[config.mk]
export PLATFORM = sky130hd
export DESIGN_NAME = sdim_regs
export DESIGN_NICKNAME = d
export VERILOG_FILES = /design/src/inc/sdim_pkg.sv /design/src/rtl/sdim_regs.sv
export SDC_FILE = /design/constraint.sdc
export NUM_CORES = 1
export LEC_CHECK = 0
export BUFFER_PORTS_ARGS = -buffer_cell sky130_fd_sc_hd__buf_2
export CAP_MARGIN = 20
export CORE_MARGIN = 2
export CORE_UTILIZATION = 40
export CTS_BUF_LIST = sky130_fd_sc_hd__clkbuf_4
export DETAILED_ROUTE_END_ITERATION = 10
export PLACE_DENSITY_LB_ADDON = 0.08
export SYNTH_ARGS = -nofsm -noshare
export SYNTH_HDL_FRONTEND = slang
export SYNTH_SLANG_ARGS = --single-unit
export TNS_END_PERCENT = 20
[constraint.sdc]
create_clock -name clk -period 2.35 [get_ports clk]
set_clock_uncertainty 0.2 [all_clocks]
set_input_delay 0.235 -clock clk [delete_from_list [all_inputs] [get_ports clk]]
set_output_delay 0.235 -clock clk [all_outputs]
set_load 0.02 [all_outputs]
[src/inc/sdim_pkg.sv]
// sdim_pkg: constants and types for the supply-droop and interrupt-mask register bank
// assumes an 8-bit register address space on the control port, single clock domain
package sdim_pkg;
    // register addresses
    localparam logic [7:0] SDIM_ADDR_SUPPLY_CTRL   = 8'h2d;
    localparam logic [7:0] SDIM_ADDR_DROOP_THRESH  = 8'h2e;
    localparam logic [7:0] SDIM_ADDR_SYS_MASK      = 8'h2f;
    localparam logic [7:0] SDIM_ADDR_OH_MASK       = 8'h32;
    localparam logic [7:0] SDIM_ADDR_SYS_LATCH     = 8'h34;

    // reset values
    localparam logic [1:0] SDIM_RST_SUPPLY_CTRL    = 2'h0;
    localparam logic [7:0] SDIM_RST_DROOP_THRESH   = 8'hbf;
    localparam logic [7:0] SDIM_RST_SYS_MASK       = 8'hff;
    localparam logic [7:0] SDIM_RST_OH_MASK        = 8'h00;
    localparam logic [7:0] SDIM_RST_SYS_LATCH      = 8'h00;
    localparam logic [7:0] SDIM_READ_UNMAPPED      = 8'h00;

    // field positions in the supply control register
    localparam int SDIM_BIT_SUPPLY_SELECT = 1;
    localparam int SDIM_BIT_DROOP_ENABLE  = 0;

    // field positions in the system mask and latch registers
    localparam int SDIM_BIT_CLK_ERR       = 7;
    localparam int SDIM_BIT_PLL_LOCK      = 6;

    // field positions in the output and headset mask register
    localparam int SDIM_BIT_OUT_SHORT     = 5;
    localparam int SDIM_BIT_DRV_VGND      = 4;
    localparam int SDIM_BIT_HS_INSERT     = 3;
    localparam int SDIM_BIT_HS_REMOVE     = 2;
    localparam int SDIM_BIT_HS_HOOK       = 1;

    // supply measurement: 12-bit code, threshold compares the upper 8 bits (code x 16)
    localparam int SDIM_SAMPLE_W          = 12;
    localparam int SDIM_THRESH_SHIFT      = 4;

    // event pulses from the clock, pll, output driver and headset detect logic
    typedef struct packed {
        logic clkErr;
        logic pllLock;
        logic outShort;
        logic drvVgnd;
        logic hsInsert;
        logic hsRemove;
        logic hsHook;
    } sdim_events_t;

    // register access request from the control port
    typedef struct packed {
        logic       write;
        logic       read;
        logic [7:0] addr;
        logic [7:0] wdata;
    } sdim_req_t;
endpackage

[src/rtl/sdim_regs.sv]
// sdim_regs: supply-droop control, droop threshold and interrupt-mask register bank
// assumes the control port decoder hands over one-cycle read/write strobes on clk,
// and that event pulses and supply samples come from logic on the same clock
// What this block does
// - select bit picks battery or analog supply
// - droop shutdown enable bit, resets cleared
// - 8-bit threshold register, resets to 0xbf
// - threshold compares measurement upper eight bits
// - system mask bit 7 masks clock error
// - system mask bit 6 masks pll lock
// - bit 5 masks output short fault
// - bit 4 masks virtual ground fault
// - bit 3 masks headset insertion
// - bit 2 masks headset removal
// - bit 1 masks headset hook button
// - latched readback at 0x34, clears on read
`timescale 1ns/10ps
module sdim_regs (
    // clock and reset
    input  wire logic                      clk,
    input  wire logic                      reset,
    // register access from the control port
    input  wire sdim_pkg::sdim_req_t       regReq,
    output logic [7:0]                     regRdata,
    output logic                           regRvalid,
    // supply measurements from the converter
    input  wire logic [11:0]               vbatSample,
    input  wire logic [11:0]               avddSample,
    // event pulses
    input  wire sdim_pkg::sdim_events_t    events,
    // results
    output logic [11:0]                    dspSupplySample,
    output logic                           droopShutdown,
    output logic                           irqOut
);
    import sdim_pkg::*;

    // register state
    logic                    dspSupplySourceSelect;
    logic                    droopShutdownEnable;
    logic [7:0]              droopThresholdCode;
    logic [7:0]              systemIrqMask;
    logic [7:0]              outputHeadsetIrqMask;
    logic [7:0]              latchedSystemIrq;
    logic                    next_dspSupplySourceSelect;
    logic                    next_droopShutdownEnable;
    logic [7:0]              next_droopThresholdCode;
    logic [7:0]              next_systemIrqMask;
    logic [7:0]              next_outputHeadsetIrqMask;
    logic [7:0]              next_latchedSystemIrq;
    logic [7:0]              next_regRdata;
    logic                    next_regRvalid;
    // datapath state
    logic [11:0]             next_dspSupplySample;
    logic                    next_droopShutdown;
    logic                    next_irqOut;
    logic                    irqCause;
    logic [4:0]              ohEvents;
    logic [7:0]              avddUpper;

    assign ohEvents  = {events.outShort, events.drvVgnd, events.hsInsert, events.hsRemove, events.hsHook};
    assign avddUpper = avddSample[SDIM_SAMPLE_W-1:SDIM_THRESH_SHIFT];

    // register writes, latch updates and read data
    always_comb begin
        next_dspSupplySourceSelect = dspSupplySourceSelect;
        next_droopShutdownEnable   = droopShutdownEnable;
        next_droopThresholdCode    = droopThresholdCode;
        next_systemIrqMask         = systemIrqMask;
        next_outputHeadsetIrqMask  = outputHeadsetIrqMask;
        next_latchedSystemIrq      = latchedSystemIrq;
        next_regRdata              = regRdata;
        next_regRvalid             = regReq.read;
        if (regReq.write) begin
            case (regReq.addr)
                SDIM_ADDR_SUPPLY_CTRL: begin
                    next_dspSupplySourceSelect = regReq.wdata[SDIM_BIT_SUPPLY_SELECT];
                    next_droopShutdownEnable   = regReq.wdata[SDIM_BIT_DROOP_ENABLE];
                end
                SDIM_ADDR_DROOP_THRESH: next_droopThresholdCode   = regReq.wdata;
                SDIM_ADDR_SYS_MASK:     next_systemIrqMask        = regReq.wdata;
                SDIM_ADDR_OH_MASK:      next_outputHeadsetIrqMask = regReq.wdata;
                default: ;
            endcase
        end
        if (regReq.read) begin
            case (regReq.addr)
                SDIM_ADDR_SUPPLY_CTRL: next_regRdata = {6'h00, dspSupplySourceSelect, droopShutdownEnable};
                SDIM_ADDR_DROOP_THRESH: next_regRdata = droopThresholdCode;
                SDIM_ADDR_SYS_MASK:     next_regRdata = systemIrqMask;
                SDIM_ADDR_OH_MASK:      next_regRdata = outputHeadsetIrqMask;
                SDIM_ADDR_SYS_LATCH: begin
                    next_regRdata = latchedSystemIrq;
                    next_latchedSystemIrq = SDIM_RST_SYS_LATCH;
                end
                default:                next_regRdata = SDIM_READ_UNMAPPED;
            endcase
        end
        // a new event wins over the clear-on-read in the same cycle
        if (events.clkErr) begin
            next_latchedSystemIrq[SDIM_BIT_CLK_ERR] = 1'b1;
        end
        if (events.pllLock) begin
            next_latchedSystemIrq[SDIM_BIT_PLL_LOCK] = 1'b1;
        end
    end

    // register bank flops
    always_ff @(posedge clk) begin
        if (reset) begin
            dspSupplySourceSelect <= SDIM_RST_SUPPLY_CTRL[SDIM_BIT_SUPPLY_SELECT];
            droopShutdownEnable   <= SDIM_RST_SUPPLY_CTRL[SDIM_BIT_DROOP_ENABLE];
            droopThresholdCode    <= SDIM_RST_DROOP_THRESH;
            systemIrqMask         <= SDIM_RST_SYS_MASK;
            outputHeadsetIrqMask  <= SDIM_RST_OH_MASK;
            latchedSystemIrq      <= SDIM_RST_SYS_LATCH;
            regRdata              <= SDIM_READ_UNMAPPED;
            regRvalid             <= 1'b0;
        end else begin
            dspSupplySourceSelect <= next_dspSupplySourceSelect;
            droopShutdownEnable   <= next_droopShutdownEnable;
            droopThresholdCode    <= next_droopThresholdCode;
            systemIrqMask         <= next_systemIrqMask;
            outputHeadsetIrqMask  <= next_outputHeadsetIrqMask;
            latchedSystemIrq      <= next_latchedSystemIrq;
            regRdata              <= next_regRdata;
            regRvalid             <= next_regRvalid;
        end
    end

    // supply routing, droop detection and interrupt combine
    always_comb begin
        next_dspSupplySample = dspSupplySourceSelect ? avddSample : vbatSample;
        // threshold only governs shutdown when the analog supply is selected
        next_droopShutdown = droopShutdownEnable && dspSupplySourceSelect
                             && (avddUpper < droopThresholdCode);
        irqCause = (latchedSystemIrq[SDIM_BIT_CLK_ERR] && !systemIrqMask[SDIM_BIT_CLK_ERR])
                || (latchedSystemIrq[SDIM_BIT_PLL_LOCK] && !systemIrqMask[SDIM_BIT_PLL_LOCK])
                || (events.outShort && !outputHeadsetIrqMask[SDIM_BIT_OUT_SHORT])
                || (events.drvVgnd && !outputHeadsetIrqMask[SDIM_BIT_DRV_VGND])
                || (events.hsInsert && !outputHeadsetIrqMask[SDIM_BIT_HS_INSERT])
                || (events.hsRemove && !outputHeadsetIrqMask[SDIM_BIT_HS_REMOVE])
                || (events.hsHook && !outputHeadsetIrqMask[SDIM_BIT_HS_HOOK]);
        next_irqOut = irqCause;
    end

    // datapath flops
    always_ff @(posedge clk) begin
        if (reset) begin
            dspSupplySample <= 12'h000;
            droopShutdown   <= 1'b0;
            irqOut          <= 1'b0;
        end else begin
            dspSupplySample <= next_dspSupplySample;
            droopShutdown   <= next_droopShutdown;
            irqOut          <= next_irqOut;
        end
    end

    // checks on the routing, droop and interrupt behaviour
    property p_source_route;
        @(posedge clk) disable iff (reset)
        !$past(reset) |-> dspSupplySample == ($past(dspSupplySourceSelect) ? $past(avddSample) : $past(vbatSample));
    endproperty
    a_source_route: assert property (p_source_route) else $error("supply sample routed from wrong source");

    property p_droop_off;
        @(posedge clk) disable iff (reset)
        !droopShutdownEnable |=> !droopShutdown;
    endproperty
    a_droop_off: assert property (p_droop_off) else $error("shutdown asserted while disabled");

    property p_reset_values;
        @(posedge clk)
        reset |=> droopThresholdCode == 8'hbf && systemIrqMask == 8'hff && !droopShutdownEnable
                  && outputHeadsetIrqMask == 8'h00;
    endproperty
    a_reset_values: assert property (p_reset_values) else $error("wrong register reset value");

    property p_droop_cmp;
        @(posedge clk) disable iff (reset)
        droopShutdownEnable && dspSupplySourceSelect |=> droopShutdown == ($past(avddSample[11:4]) < $past(droopThresholdCode));
    endproperty
    a_droop_cmp: assert property (p_droop_cmp) else $error("droop compare against threshold wrong");

    property p_clk_err_irq;
        @(posedge clk) disable iff (reset)
        latchedSystemIrq[7] && !systemIrqMask[7] |=> irqOut;
    endproperty
    a_clk_err_irq: assert property (p_clk_err_irq) else $error("unmasked clock error gave no interrupt");

    property p_pll_irq;
        @(posedge clk) disable iff (reset)
        latchedSystemIrq[6] && !systemIrqMask[6] |=> irqOut;
    endproperty
    a_pll_irq: assert property (p_pll_irq) else $error("unmasked pll lock gave no interrupt");

    property p_oh_irq;
        @(posedge clk) disable iff (reset)
        (ohEvents & ~outputHeadsetIrqMask[5:1]) != 5'h00 |=> irqOut;
    endproperty
    a_oh_irq: assert property (p_oh_irq) else $error("unmasked output or headset event lost");

    property p_latch_clear;
        @(posedge clk) disable iff (reset)
        regReq.read && regReq.addr == 8'h34 && !events.clkErr && !events.pllLock |=> latchedSystemIrq == 8'h00;
    endproperty
    a_latch_clear: assert property (p_latch_clear) else $error("latched readback not cleared by read");

    property p_latch_set;
        @(posedge clk) disable iff (reset)
        events.clkErr |=> latchedSystemIrq[7];
    endproperty
    a_latch_set: assert property (p_latch_set) else $error("clock error event not latched");

    // cause rebuilt from masks and sources, so a masked event leaking through is caught
    property p_irq_cause;
        @(posedge clk) disable iff (reset)
        irqOut |-> $past(((latchedSystemIrq[7:6] & ~systemIrqMask[7:6]) != 2'h0)
                         || ((ohEvents & ~outputHeadsetIrqMask[5:1]) != 5'h00));
    endproperty
    a_irq_cause: assert property (p_irq_cause) else $error("interrupt without unmasked cause");

    property p_pll_latch_set;
        @(posedge clk) disable iff (reset)
        events.pllLock |=> latchedSystemIrq[SDIM_BIT_PLL_LOCK];
    endproperty
    a_pll_latch_set: assert property (p_pll_latch_set) else $error("pll lock event not latched");

    // latched bits only fall through a readback of the latch register
    property p_latch_hold;
        @(posedge clk) disable iff (reset)
        !(regReq.read && regReq.addr == SDIM_ADDR_SYS_LATCH)
            |=> (latchedSystemIrq & $past(latchedSystemIrq)) == $past(latchedSystemIrq);
    endproperty
    a_latch_hold: assert property (p_latch_hold) else $error("latched bit lost without readback");

    property p_latch_reserved;
        @(posedge clk) disable iff (reset)
        latchedSystemIrq[5:0] == 6'h00;
    endproperty
    a_latch_reserved: assert property (p_latch_reserved) else $error("reserved latch bits not zero");

    // register port checks: answer strobe, writes landing and read data
    property p_rvalid_pulse;
        @(posedge clk) disable iff (reset)
        !$past(reset) |-> regRvalid == $past(regReq.read);
    endproperty
    a_rvalid_pulse: assert property (p_rvalid_pulse) else $error("read answer strobe out of step");

    property p_ctrl_write;
        @(posedge clk) disable iff (reset)
        regReq.write && regReq.addr == SDIM_ADDR_SUPPLY_CTRL
            |=> dspSupplySourceSelect == $past(regReq.wdata[1])
                && droopShutdownEnable == $past(regReq.wdata[0]);
    endproperty
    a_ctrl_write: assert property (p_ctrl_write) else $error("supply control write not taken");

    property p_thresh_write;
        @(posedge clk) disable iff (reset)
        regReq.write && regReq.addr == SDIM_ADDR_DROOP_THRESH
            |=> droopThresholdCode == $past(regReq.wdata);
    endproperty
    a_thresh_write: assert property (p_thresh_write) else $error("threshold write not taken");

    property p_sys_mask_write;
        @(posedge clk) disable iff (reset)
        regReq.write && regReq.addr == SDIM_ADDR_SYS_MASK
            |=> systemIrqMask == $past(regReq.wdata);
    endproperty
    a_sys_mask_write: assert property (p_sys_mask_write) else $error("system mask write not taken");

    property p_oh_mask_write;
        @(posedge clk) disable iff (reset)
        regReq.write && regReq.addr == SDIM_ADDR_OH_MASK
            |=> outputHeadsetIrqMask == $past(regReq.wdata);
    endproperty
    a_oh_mask_write: assert property (p_oh_mask_write) else $error("output headset mask write not taken");

    property p_ctrl_readback;
        @(posedge clk) disable iff (reset)
        regReq.read && regReq.addr == SDIM_ADDR_SUPPLY_CTRL
            |=> regRdata == {6'h00, $past(dspSupplySourceSelect), $past(droopShutdownEnable)};
    endproperty
    a_ctrl_readback: assert property (p_ctrl_readback) else $error("supply control read wrong");

    property p_thresh_readback;
        @(posedge clk) disable iff (reset)
        regReq.read && regReq.addr == SDIM_ADDR_DROOP_THRESH
            |=> regRdata == $past(droopThresholdCode);
    endproperty
    a_thresh_readback: assert property (p_thresh_readback) else $error("threshold read wrong");

    property p_sys_mask_readback;
        @(posedge clk) disable iff (reset)
        regReq.read && regReq.addr == SDIM_ADDR_SYS_MASK
            |=> regRdata == $past(systemIrqMask);
    endproperty
    a_sys_mask_readback: assert property (p_sys_mask_readback) else $error("system mask read wrong");

    property p_oh_mask_readback;
        @(posedge clk) disable iff (reset)
        regReq.read && regReq.addr == SDIM_ADDR_OH_MASK
            |=> regRdata == $past(outputHeadsetIrqMask);
    endproperty
    a_oh_mask_readback: assert property (p_oh_mask_readback) else $error("output headset mask read wrong");

    // with the battery measurement selected the threshold never trips shutdown
    property p_vbat_no_droop;
        @(posedge clk) disable iff (reset)
        !dspSupplySourceSelect |=> !droopShutdown;
    endproperty
    a_vbat_no_droop: assert property (p_vbat_no_droop) else $error("shutdown with battery source selected");

    // main scenarios
    c_droop_trip:  cover property (@(posedge clk) disable iff (reset) $rose(droopShutdown));
    c_irq_fire:    cover property (@(posedge clk) disable iff (reset) $rose(irqOut));
    c_read_clear:  cover property (@(posedge clk) disable iff (reset)
                                   latchedSystemIrq[7] && regReq.read && regReq.addr == 8'h34);
    c_avdd_select: cover property (@(posedge clk) disable iff (reset) $rose(dspSupplySourceSelect));
    c_masked_latch: cover property (@(posedge clk) disable iff (reset) latchedSystemIrq[7] && systemIrqMask[7]);
endmodule

==> impl_metrics.ini, run 1 <==
[timing]
fin_tns_setup_ns = 0
timing_worst_slew_pin_value_ns = 0.520
setup_repair_after_global_routing_missed_its_margin = no
hold_viol_final = 0
report.final.slew_viol_count = 0
post-route-period-util = 0.769
achievable-frequency_mhz = 553
relSlewSlack = 0.652
fin_worst_hold_slack_ns = 0.00355
period_minus_slack_ns = 1.81
timing.final.ws_setup_ns = 0.543
report.final.setup_viol = 0

[worst_setup_path]
worst_setup_path_end_kind = flop
timing.critical_path.from_type = flop
required_ns = 2.41
r2r-end = dspSupplySample[2]
worstPathArrival_ns = 1.86
critPathMaxFanout = 14
reg2reg_setup_slack_ns = 0.54
worstRegToRegCells = 4
timing.setup.critical_path_class = reg2reg
crit-reg2reg-launch = dspSupplySourceSelect

[logic_synthesis]
ys.warnings.count = 0
synth_mux_area_frac = 0.0831
yosys.area_share.simple = 0.198
seq_area_frac_synth = 0.440
synth_top_family_by_area = simple AND/OR/NAND/NOR gates
synth_xor_area_frac = 0
synthAdderAreaFrac = 0.0378
post_synth_net_total = 325
synth.ff_latch_count = 51
post_synth_instance_area_um2 = 2320
synthCells = 267
synth_cell_type_count = 37
synth_compound_gate_area_share = 0.172
syn_area_per_cell_um2 = 8.69

[grt]
grt_pass1_vias = 2102
grt.overflow.total = 0
grt_pass1_wl_mm = 9.96
grtUsageTotal = 0.204
maximum_number_of_pins_on_one_net_before_global_route_repair = 51
antenna_found_initial = 0

[finish]
antennaDiodeCount = 0
fillers = 556
syn2layout_area_growth_pct = 36.7
total_number_of_nets_in_the_final_design = 433
fin_util = 0.572
drive_above_1_share = 0.250

[floorplan]
top_level_i_o_count = 74
core_um2 = 5540
die_width_um = 80.2
die_area_um2 = 6420
floorplan.initialDensity = 0.419
num_rows = 27
fp.dieH_um = 80.2

[clock_network]
clkSinkCount = 51
tritoncts.num_buffers = 5
cts_root_buf = clkbuf_4
post-cts-setup-buffer-count = 0
clock_path_buffers = 2
cts_tree = built
cts_hold_buf = 38
post_cts_resize_count = 0
worst_setup_hold_path_clk_slew_ns = 0.14
clock_latency_ns = 0.37
number_of_h_tree_branching_levels = 2

[power_and_ir_drop]
cellLeakagePower_nw = 1.44
power_density_over_the_cells_nw_per_um2 = 469
power.ir.vdd_worst_mv = 0.223

[placed_design]
place.detailed.hpwl_mm = 4.12
place_congestion = 0.779
place.port_buffers = 73
preCtsSetupSlack_ns = 0.178

[route]
drt_iter0_drc = 90
wirelength_mm = 6.04
route.detailed.vias_per_inst = 4.87
drcViolationCount = 0
drt-pass1-iter-count = 4
routedWlPerCell_um = 13.5
route.vias.total = 2182
final_antenna_net_count = 0

[hold_path]
min_path_cells = 3
hp-class = in2reg
worst_hold_startpoint = events[4]
hold_end = irqOut

[run]
max_cap_violations = 0

[run_status]
outcome = finished, final reports clean
[synthesized netlist by cell type]
master      n  area share
nor2_1     35       0.057
buf_4       1      0.0032
ha_1        7       0.038
or3b_2      1      0.0038
or3_1       1      0.0027
nor3b_1     1      0.0032
a22oi_1     8       0.026
nand3_4     1      0.0076
buf_2       3      0.0065
nand2_1    21       0.034
clkbuf_1   10       0.016
nand3_2     1      0.0043
nand3_1    12       0.026
a22o_1      4       0.015
mux2i_1    17       0.073
or2_2       1      0.0027
nor3_1      9       0.019
or3b_1      1      0.0038
and4b_1     1      0.0043
nand2b_1    1      0.0027
a21oi_1    21       0.045
a211o_1     7       0.026
dfxtp_1    51        0.44
a221oi_1    1      0.0038
nor3_4      1      0.0070
nand4_4     1      0.0092
a21o_1      2      0.0065
inv_1      21       0.034
buf_6       2      0.0097
nor2b_1     4       0.011
o22ai_1     3      0.0081
o211ai_2    1      0.0054
mux2_2      2      0.0097
a211oi_1    1      0.0032
o21ai_0    11       0.024
a222oi_1    1      0.0043
o2111ai_1   1      0.0038
[layout by cell type, fill, tap and decap left out, drive strengths merged, types with 3 or more instances in the layout]
| cell type | n |
|---|---|
| nand2 | 21 |
| dlygate4sd3 | 38 |
| ha | 7 |
| a21oi | 21 |
| a22o | 4 |
| clkbuf | 6 |
| nor3 | 10 |
| dfxtp | 51 |
| o22ai | 3 |
| inv | 21 |
| nand3 | 14 |
| a22oi | 8 |
| nor2 | 35 |
| buf | 79 |
| a211o | 7 |
| mux2i | 17 |
| nor2b | 4 |
| o21ai | 11 |
[metrics by stage]
stage          instance area [um^2]  instances  power (W)
4_1_cts                        3170        448    0.00151
6_report                       3170        448    0.00149
3_5_place_dp                   2740        402    0.00107
2_1_floorplan                  2320        267   0.000990
5_1_grt                        3170        448    0.00157
3_3_place_gp                   2740        402    0.00107
[worst max-delay path by stage]
stage	from	to	slack, ns	cells past startpoint
after detailed placement	regReq[15]	droopThresholdCode[5]	0.18	6
after floorplan	regReq[15]	droopThresholdCode[0]	0.33	6
after global placement	regReq[15]	droopThresholdCode[4]	0.24	6
final	dspSupplySourceSelect	dspSupplySample[2]	0.54	4
after global routing	dspSupplySourceSelect	dspSupplySample[2]	0.46	4
after CTS	regReq[15]	droopThresholdCode[5]	0.60	6
[per-layer routing]
| layer | global-route usage | vias up | share of wire |
|---|---|---|---|
| li1 | - | 1142 | - |
| met1 | 0.263 | 991 | 0.47 |
| met2 | 0.339 | 43 | 0.47 |
| met3 | 0.0416 | 6 | 0.036 |
| met4 | 0.0661 | 0 | 0.015 |
| met5 | 0 | - | 0 |
[registers in the layout, summed over array words and instances, names as in the netlist]
register               cells
regRvalid                  1
droopShutdownEnable        1
dspSupplySourceSelect      1
systemIrqMask              8
regRdata                   8
latchedSystemIrq           2
droopThresholdCode         8
droopShutdown              1
dspSupplySample           12
outputHeadsetIrqMask       8
irqOut                     1
[layout make-up]
class | count | area [um^2] | share of cell area
clock buffers | 6 | 45.0 | 0.0142
inverters | 21 | 78.8 | 0.0249
multi-input cells | 179 | 1140 | 0.359
well taps | 72 | 90.1 | 0.0284
repair buffers | 117 | 791 | 0.249
clock inverters | 2 | 7.51 | 0.00237
flip-flops and latches | 51 | 1020 | 0.322
[cells by family (layout without fill, tap and decap cells)]
family,after synthesis,in the layout
mux,19,19
flops,51,51
buf+inv,37,146
simple gates,92,92
fa+ha+maj,7,7
compound gates,61,61
[worst max-delay path, stage by stage (launching register included)]
cell and delay (ns):
dfxtp_1 0.35, buf_4 0.26, mux2i_1 0.26, dlygate4sd3_1 0.59
nor2_1 0.04
[power breakdown]
part | switching [W] | internal [W] | total, W
logic | 0.000105 | 0.000108 | 0.000214
clock network | 0.000266 | 0.000123 | 0.000389
registers | 0.00000531 | 0.000881 | 0.000886
total | 0.000376 | 0.00111 | 0.00149
(Power assumes the default switching activity.)
==> run 2, diff against run 1 <==
==> constraint.sdc (replaced) <==
create_clock -name clk -period 1.4 [get_ports clk]
set_clock_uncertainty 0.2 [all_clocks]
set_input_delay 0.14 -clock clk [delete_from_list [all_inputs] [get_ports clk]]
set_output_delay 0.14 -clock clk [all_outputs]
set_load 0.02 [all_outputs]
==> run 2 against run 1 <==
Compared with the run above: the run now ends with negative setup slack left; largest cell class unchanged; critical path type unchanged; setup slack lost 0.66 ns; non-clock buffer count up 26; cell area is 12% higher; total power is 72% higher; die area stayed put; final cell count increased by 6.3%; combinational power increased by 95%; flip-flop and latch count did not move; count of clock-buffer cells in the layout stayed put.
==> impl_metrics.ini, run 2 (synthesis gave the netlist of run 1 again) <==
[finish]
max_flop_register = dspSupplySample
antennaDiodeCount = 0
syn2layout_area_growth_pct = 52.9
largest_register_ff_count = 12
drive_above_1_share = 0.351
fin_util = 0.640
layout_commonest_cell = buf_2
postLayoutCellArea_um2 = 3550
total_number_of_nets_in_the_final_design = 461
mostFrequentLayoutCells = 72 x buf_2, 49 x dfxtp_1, 40 x dlygate4sd3_1

[clock_network]
clock_latency_ns = 0.36
cts_root_buf = clkbuf_4
tritoncts.num_buffers = 5
number_of_h_tree_branching_levels = 2
worst_setup_hold_path_clk_slew_ns = 0.14
cts_tree = built
clock_path_buffers = 2
clkSinkCount = 51

[floorplan]
num_rows = 27
floorplan.initialDensity = 0.419
top_level_i_o_count = 74
fp.dieH_um = 80.2
die_width_um = 80.2
core_um2 = 5540
die_area_um2 = 6420

[placed_design]
dpl_cell_area_um2 = 2920
place.port_buffers = 73
place.detailed.hpwl_mm = 4.26
preCtsSetupSlack_ns = -0.541
place_congestion = 0.777

[route]
routedWlPerCell_um = 13.7
final_antenna_net_count = 0
drt_iter0_drc = 101
route.vias.total = 2350
route.detailed.vias_per_inst = 4.94
drt-pass1-iter-count = 4
drcViolationCount = 0
wirelength_mm = 6.54

[worst_setup_path]
critPathMaxFanout = 2
critical_path.n_buffers_inverters = 1
crit-reg2reg-launch = droopThresholdCode[4]
required_ns = 1.51
timing.setup.critical_path_class = reg2reg
worst_setup_path_end_kind = flop
critical_path.max_stage_delay_ns = 0.38
crit_slowest_cell = dfxtp_2
crit_path_cell_trace = inv_4 > ha_4 > a21o_1 > a21oi_1 > o21ai_1 > a21o_1 > a21oi_1
worstPathArrival_ns = 1.63
worstRegToRegCells = 7
crit_family = compound AO/OA/AOI/OAI gates
reg2reg_setup_slack_ns = -0.12
timing.critical_path.from_type = flop
r2r-end = droopShutdown

[power_and_ir_drop]
cellLeakagePower_nw = 1.60
power_density_over_the_cells_nw_per_um2 = 722
power.ir.vdd_worst_mv = 0.351

[grt]
antenna_found_initial = 0
maximum_number_of_pins_on_one_net_before_global_route_repair = 51
grt_util_met3 = 0.0438
grt.overflow.total = 0
gr_met2_demand_resource = 0.364
grt_pass1_wl_mm = 10.8
grt_most_used_layer = met2
grtUsageTotal = 0.217
grt_util_met1 = 0.284
grt_pass1_vias = 2280

[run_status]
violations = negative setup slack
outcome = finished with violations

[timing]
timing.final.ws_setup_ns = -0.117
hold_viol_final = 0
post-route-period-util = 1.08
report.final.slew_viol_count = 0
report.final.setup_viol = 2
relSlewSlack = 0.719
timing_worst_slew_pin_value_ns = 0.421
period_minus_slack_ns = 1.52
setup_repair_after_global_routing_missed_its_margin = yes
achievable-frequency_mhz = 659

[hold_path]
worst_hold_startpoint = reset
hp-class = in2reg
min_path_cells = 3
hold_end = dspSupplySample[8]

[run]
max_cap_violations = 0
run 2: metrics by stage:
step                total power [W]  std cells  hold slack, ns  TNS (ns)
detailed placement          0.00182        425           0.150    -17.34
CTS                         0.00257        475         0.00901    -0.227
global placement            0.00182        425           0.153    -16.68
floorplan                   0.00166        267          0.0574    -13.99
global route                0.00269        476          0.0229    -0.756
finish                      0.00256        476          0.0195    -0.134
run 2: layout make-up:
type,instances,area [um^2]
clock buffer,6,45.0
clock inverter,2,7.51
fill,526,1990
inverter,21,81.3
multi-input combinational,181,1280
sequential,51,1020
tap,72,90.1
timing repair buffer,143,1020
run 2: power by group:
group / internal [W] / total [W] / switching, W
clock network: 0.000207 / 0.000657 / 0.000451
logic: 0.000216 / 0.000417 / 0.000201
registers: 0.00148 / 0.00149 / 0.00000865
run 2: worst min-delay path, stage by stage:
cell    delay (ns)
buf_2         0.13
buf_12        0.18
nor2_1        0.11
run 2: worst max path at each step:
| stage | from | end | slack, ns | depth (start not counted) |
|---|---|---|---|---|
| 5_1_grt | droopThresholdCode[4] | droopShutdown | -0.19 | 7 |
| 6_report | droopThresholdCode[4] | droopShutdown | -0.12 | 7 |
| 3_3_place_gp | regReq[15] | regRdata[7] | -0.52 | 7 |
| 3_5_place_dp | regReq[15] | droopThresholdCode[7] | -0.54 | 6 |
| 2_1_floorplan | regReq[15] | droopThresholdCode[0] | -0.52 | 6 |
| 4_1_cts | droopThresholdCode[4] | droopShutdown | -0.12 | 7 |
run 2: routing by layer:
layer,vias to the layer above,part of all wire
met3,5,0.036
met4,0,0.0081
met1,1091,0.46
met5,-,0
met2,44,0.49
li1,1210,-
run 2: what timing repair did:
item / 4_1_cts / 5_1_grt
hold buffers: 40 / 0
gates resized for setup: 15 / 21
cloned: 2 / 0
pin swaps: 13 / 2
endpoints found under the hold margin: 43 / 0
setup buffers: 0 / 1
setup endpoints to repair: 35 / 32
==> run 3, diff against run 2 <==
--- a/config.mk
+++ b/config.mk
@@ -5,10 +5,13 @@
 export SDC_FILE = /design/constraint.sdc
 export NUM_CORES = 1
 export LEC_CHECK = 0
+export ABC_AREA = 1
 export BUFFER_PORTS_ARGS = -buffer_cell sky130_fd_sc_hd__buf_2
 export CAP_MARGIN = 20
+export CELL_PAD_IN_SITES_DETAIL_PLACEMENT = 0
+export CELL_PAD_IN_SITES_GLOBAL_PLACEMENT = 1
 export CORE_MARGIN = 2
-export CORE_UTILIZATION = 40
+export CORE_UTILIZATION = 33
 export CTS_BUF_LIST = sky130_fd_sc_hd__clkbuf_4
 export DETAILED_ROUTE_END_ITERATION = 10
 export PLACE_DENSITY_LB_ADDON = 0.08
==> run 3 against run 2 <==
Compared with the run above: the flow now finishes without violations; first-iteration DRC count fell by 0.99%; sequential power about the same; final cell count is 14% higher.
==> impl_metrics.ini, run 3 <==
[placed_design]
preCtsSetupSlack_ns = -0.0613
place.port_buffers = 73
place_congestion = 0.802
dpl_cell_area_um2 = 2940
place.detailed.hpwl_mm = 4.89

[worst_setup_path]
worst_setup_path_end_kind = flop
required_ns = 1.48
worstPathArrival_ns = 1.43
timing.setup.critical_path_class = in2reg
critPathMaxFanout = 2
timing.critical_path.from_type = primary input

[timing]
report.final.slew_viol_count = 0
post-route-period-util = 0.963
report.final.setup_viol = 0
period_minus_slack_ns = 1.35
timing.final.ws_setup_ns = 0.0514
achievable-frequency_mhz = 742
hold_viol_final = 0
fin_tns_setup_ns = 0
fin_worst_hold_slack_ns = 0.0729
timing_worst_slew_pin_value_ns = 0.419
relSlewSlack = 0.720
setup_repair_after_global_routing_missed_its_margin = yes

[clock_network]
worst_setup_hold_path_clk_slew_ns = 0.15
clkSinkCount = 51
clock_latency_ns = 0.38
clock_path_buffers = 2
cts_root_buf = clkbuf_4
tritoncts.num_buffers = 5
cts_tree = built
number_of_h_tree_branching_levels = 2

[logic_synthesis]
yosys-top-cells-area = dfxtp_1 44%, nand3_1 8.8%, nand2_1 8.3%
synth_cell_type_count = 30
synth_top_area_cell = dfxtp_1
ys.warnings.count = 0
seq_area_frac_synth = 0.435
synthFlopType = dfxtp_1
yosysTopAreaCellShare = 0.435
synth_commonest_cells = 52 x nand2_1, 51 x dfxtp_1, 41 x nand3_1
post_synth_net_total = 373
synth_most_common_cell = nand2_1
synthCells = 315
syn_area_per_cell_um2 = 7.44
async_flop_share = 0
synth.ff_latch_count = 51
synth-edff-count = 0
post_synth_instance_area_um2 = 2340

[floorplan]
floorplan.initialDensity = 0.343
die_width_um = 88.3
core_um2 = 6830
num_rows = 30
die_area_um2 = 7800
fp.dieH_um = 88.3
top_level_i_o_count = 74

[power_and_ir_drop]
netSwitchingFraction = 0.248
net-switching-power_w = 0.000679
cellLeakagePower_nw = 1.68
post-layout-total-power_w = 0.00274
share_comb_of_total_power = 0.147
clkPwrFrac = 0.309
power_report.internal_total_w = 0.00206
power.ir.vdd_worst_mv = 0.354
power_density_over_the_cells_nw_per_um2 = 775
share_seq_of_total_power = 0.544

[finish]
antennaDiodeCount = 0
drive_above_1_share = 0.295
layout_commonest_cell = buf_2
fillers = 731
postLayoutCellArea_um2 = 3530
max_flop_register = dspSupplySample
total_number_of_nets_in_the_final_design = 504
largest_register_ff_count = 12
mostFrequentLayoutCells = 72 x buf_2, 51 x nand2_1, 44 x dfxtp_1
syn2layout_area_growth_pct = 50.6

[route]
routedWlPerCell_um = 12.5
route.layer.met1.wl_mm = 3.09
drcViolationCount = 0
drt-pass1-iter-count = 4
drt_iter0_drc = 100
route.detailed.vias_per_inst = 4.49
wirelength_mm = 6.80
met2_length_mm = 3.42
wire_length_on_met3_um = 220
final_antenna_net_count = 0
route.vias.total = 2436
highest-signal-layer = met4

[hold_path]
hp-class = in2reg

[grt]
grtUsageTotal = 0.185
antenna_found_initial = 0
grt_pass1_wl_mm = 11.1
maximum_number_of_pins_on_one_net_before_global_route_repair = 22
grt_pass1_vias = 2315
grt.overflow.total = 0

[run]
max_cap_violations = 0

[run_status]
outcome = finished, final reports clean
## run 3: per-layer routing
metal / vias to the layer above / GRT usage
li1: 1302 / -
met4: 0 / 0.0455
met5: - / 0
met1: 1078 / 0.228
met2: 48 / 0.332
met3: 8 / 0.0326
## run 3: final timing paths
check	to	slack, ns	depth (start not counted)	start
hold reg to reg	outputHeadsetIrqMask[0]	0.25	2	outputHeadsetIrqMask[0]
hold / removal	latchedSystemIrq[7]	0.07	6	regReq[10]
setup reg to reg	droopShutdown	0.06	6	droopThresholdCode[7]
setup / recovery	droopShutdown	0.05	7	avddSample[10]
## run 3: final cells by class
class / instances / area [um^2] / area share
clock buffer: 5 / 37.5 / 0.0106
clock inverter: 3 / 38.8 / 0.0110
inverter: 33 / 124 / 0.0351
multi-input combinational: 216 / 1170 / 0.332
sequential: 51 / 1030 / 0.292
tap: 96 / 120 / 0.0340
timing repair buffer: 139 / 1010 / 0.286
## run 3: what timing repair did
action | 4_1_cts | 5_1_grt
setup endpoints to repair | 1 | 1
pin swaps | 0 | 6
setup buffers | 0 | 2
resized for setup | 1 | 17
endpoints found under the hold margin | 51 | 0
hold buffers | 43 | 0
## run 3: power by group through the flow
| stage | logic, W | registers (W) | clock network [W] |
|---|---|---|---|
| 2_1_floorplan | 0.000112 | 0.00155 | 0 |
| 3_3_place_gp | 0.000302 | 0.00152 | 0 |
| 3_5_place_dp | 0.000304 | 0.00152 | 0 |
| 4_1_cts | 0.000395 | 0.00149 | 0.000888 |
| 5_1_grt | 0.000444 | 0.00149 | 0.000944 |
| 6_report | 0.000403 | 0.00149 | 0.000844 |
## run 3: stage by stage
step                utilization  std cells
floorplan                     -        315
global placement          0.430        491
detailed placement        0.430        491
CTS                       0.505        542
global route              0.517        543
finish                    0.517        543
## run 3: critical path, cell delays in order
cell and delay, ns:
dlygate4sd3_1 0.52, buf_2 0.14, ha_1 0.28, nand2_2 0.05, o21a_1 0.18, nand3b_1 0.07
nor2_1 0.04
## run 3: cell families (layout without fill, tap and decap cells)
logic type | count (synthesis) | in the layout | synth area share
adders and majority gates | 7 | 7 | 0.0374
DFF | 51 | 51 | 0.435
and+or+nand+nor | 135 | 135 | 0.264
buffers and inverters | 48 | 180 | 0.0928
AOI/OAI and AO/OA | 74 | 74 | 0.170
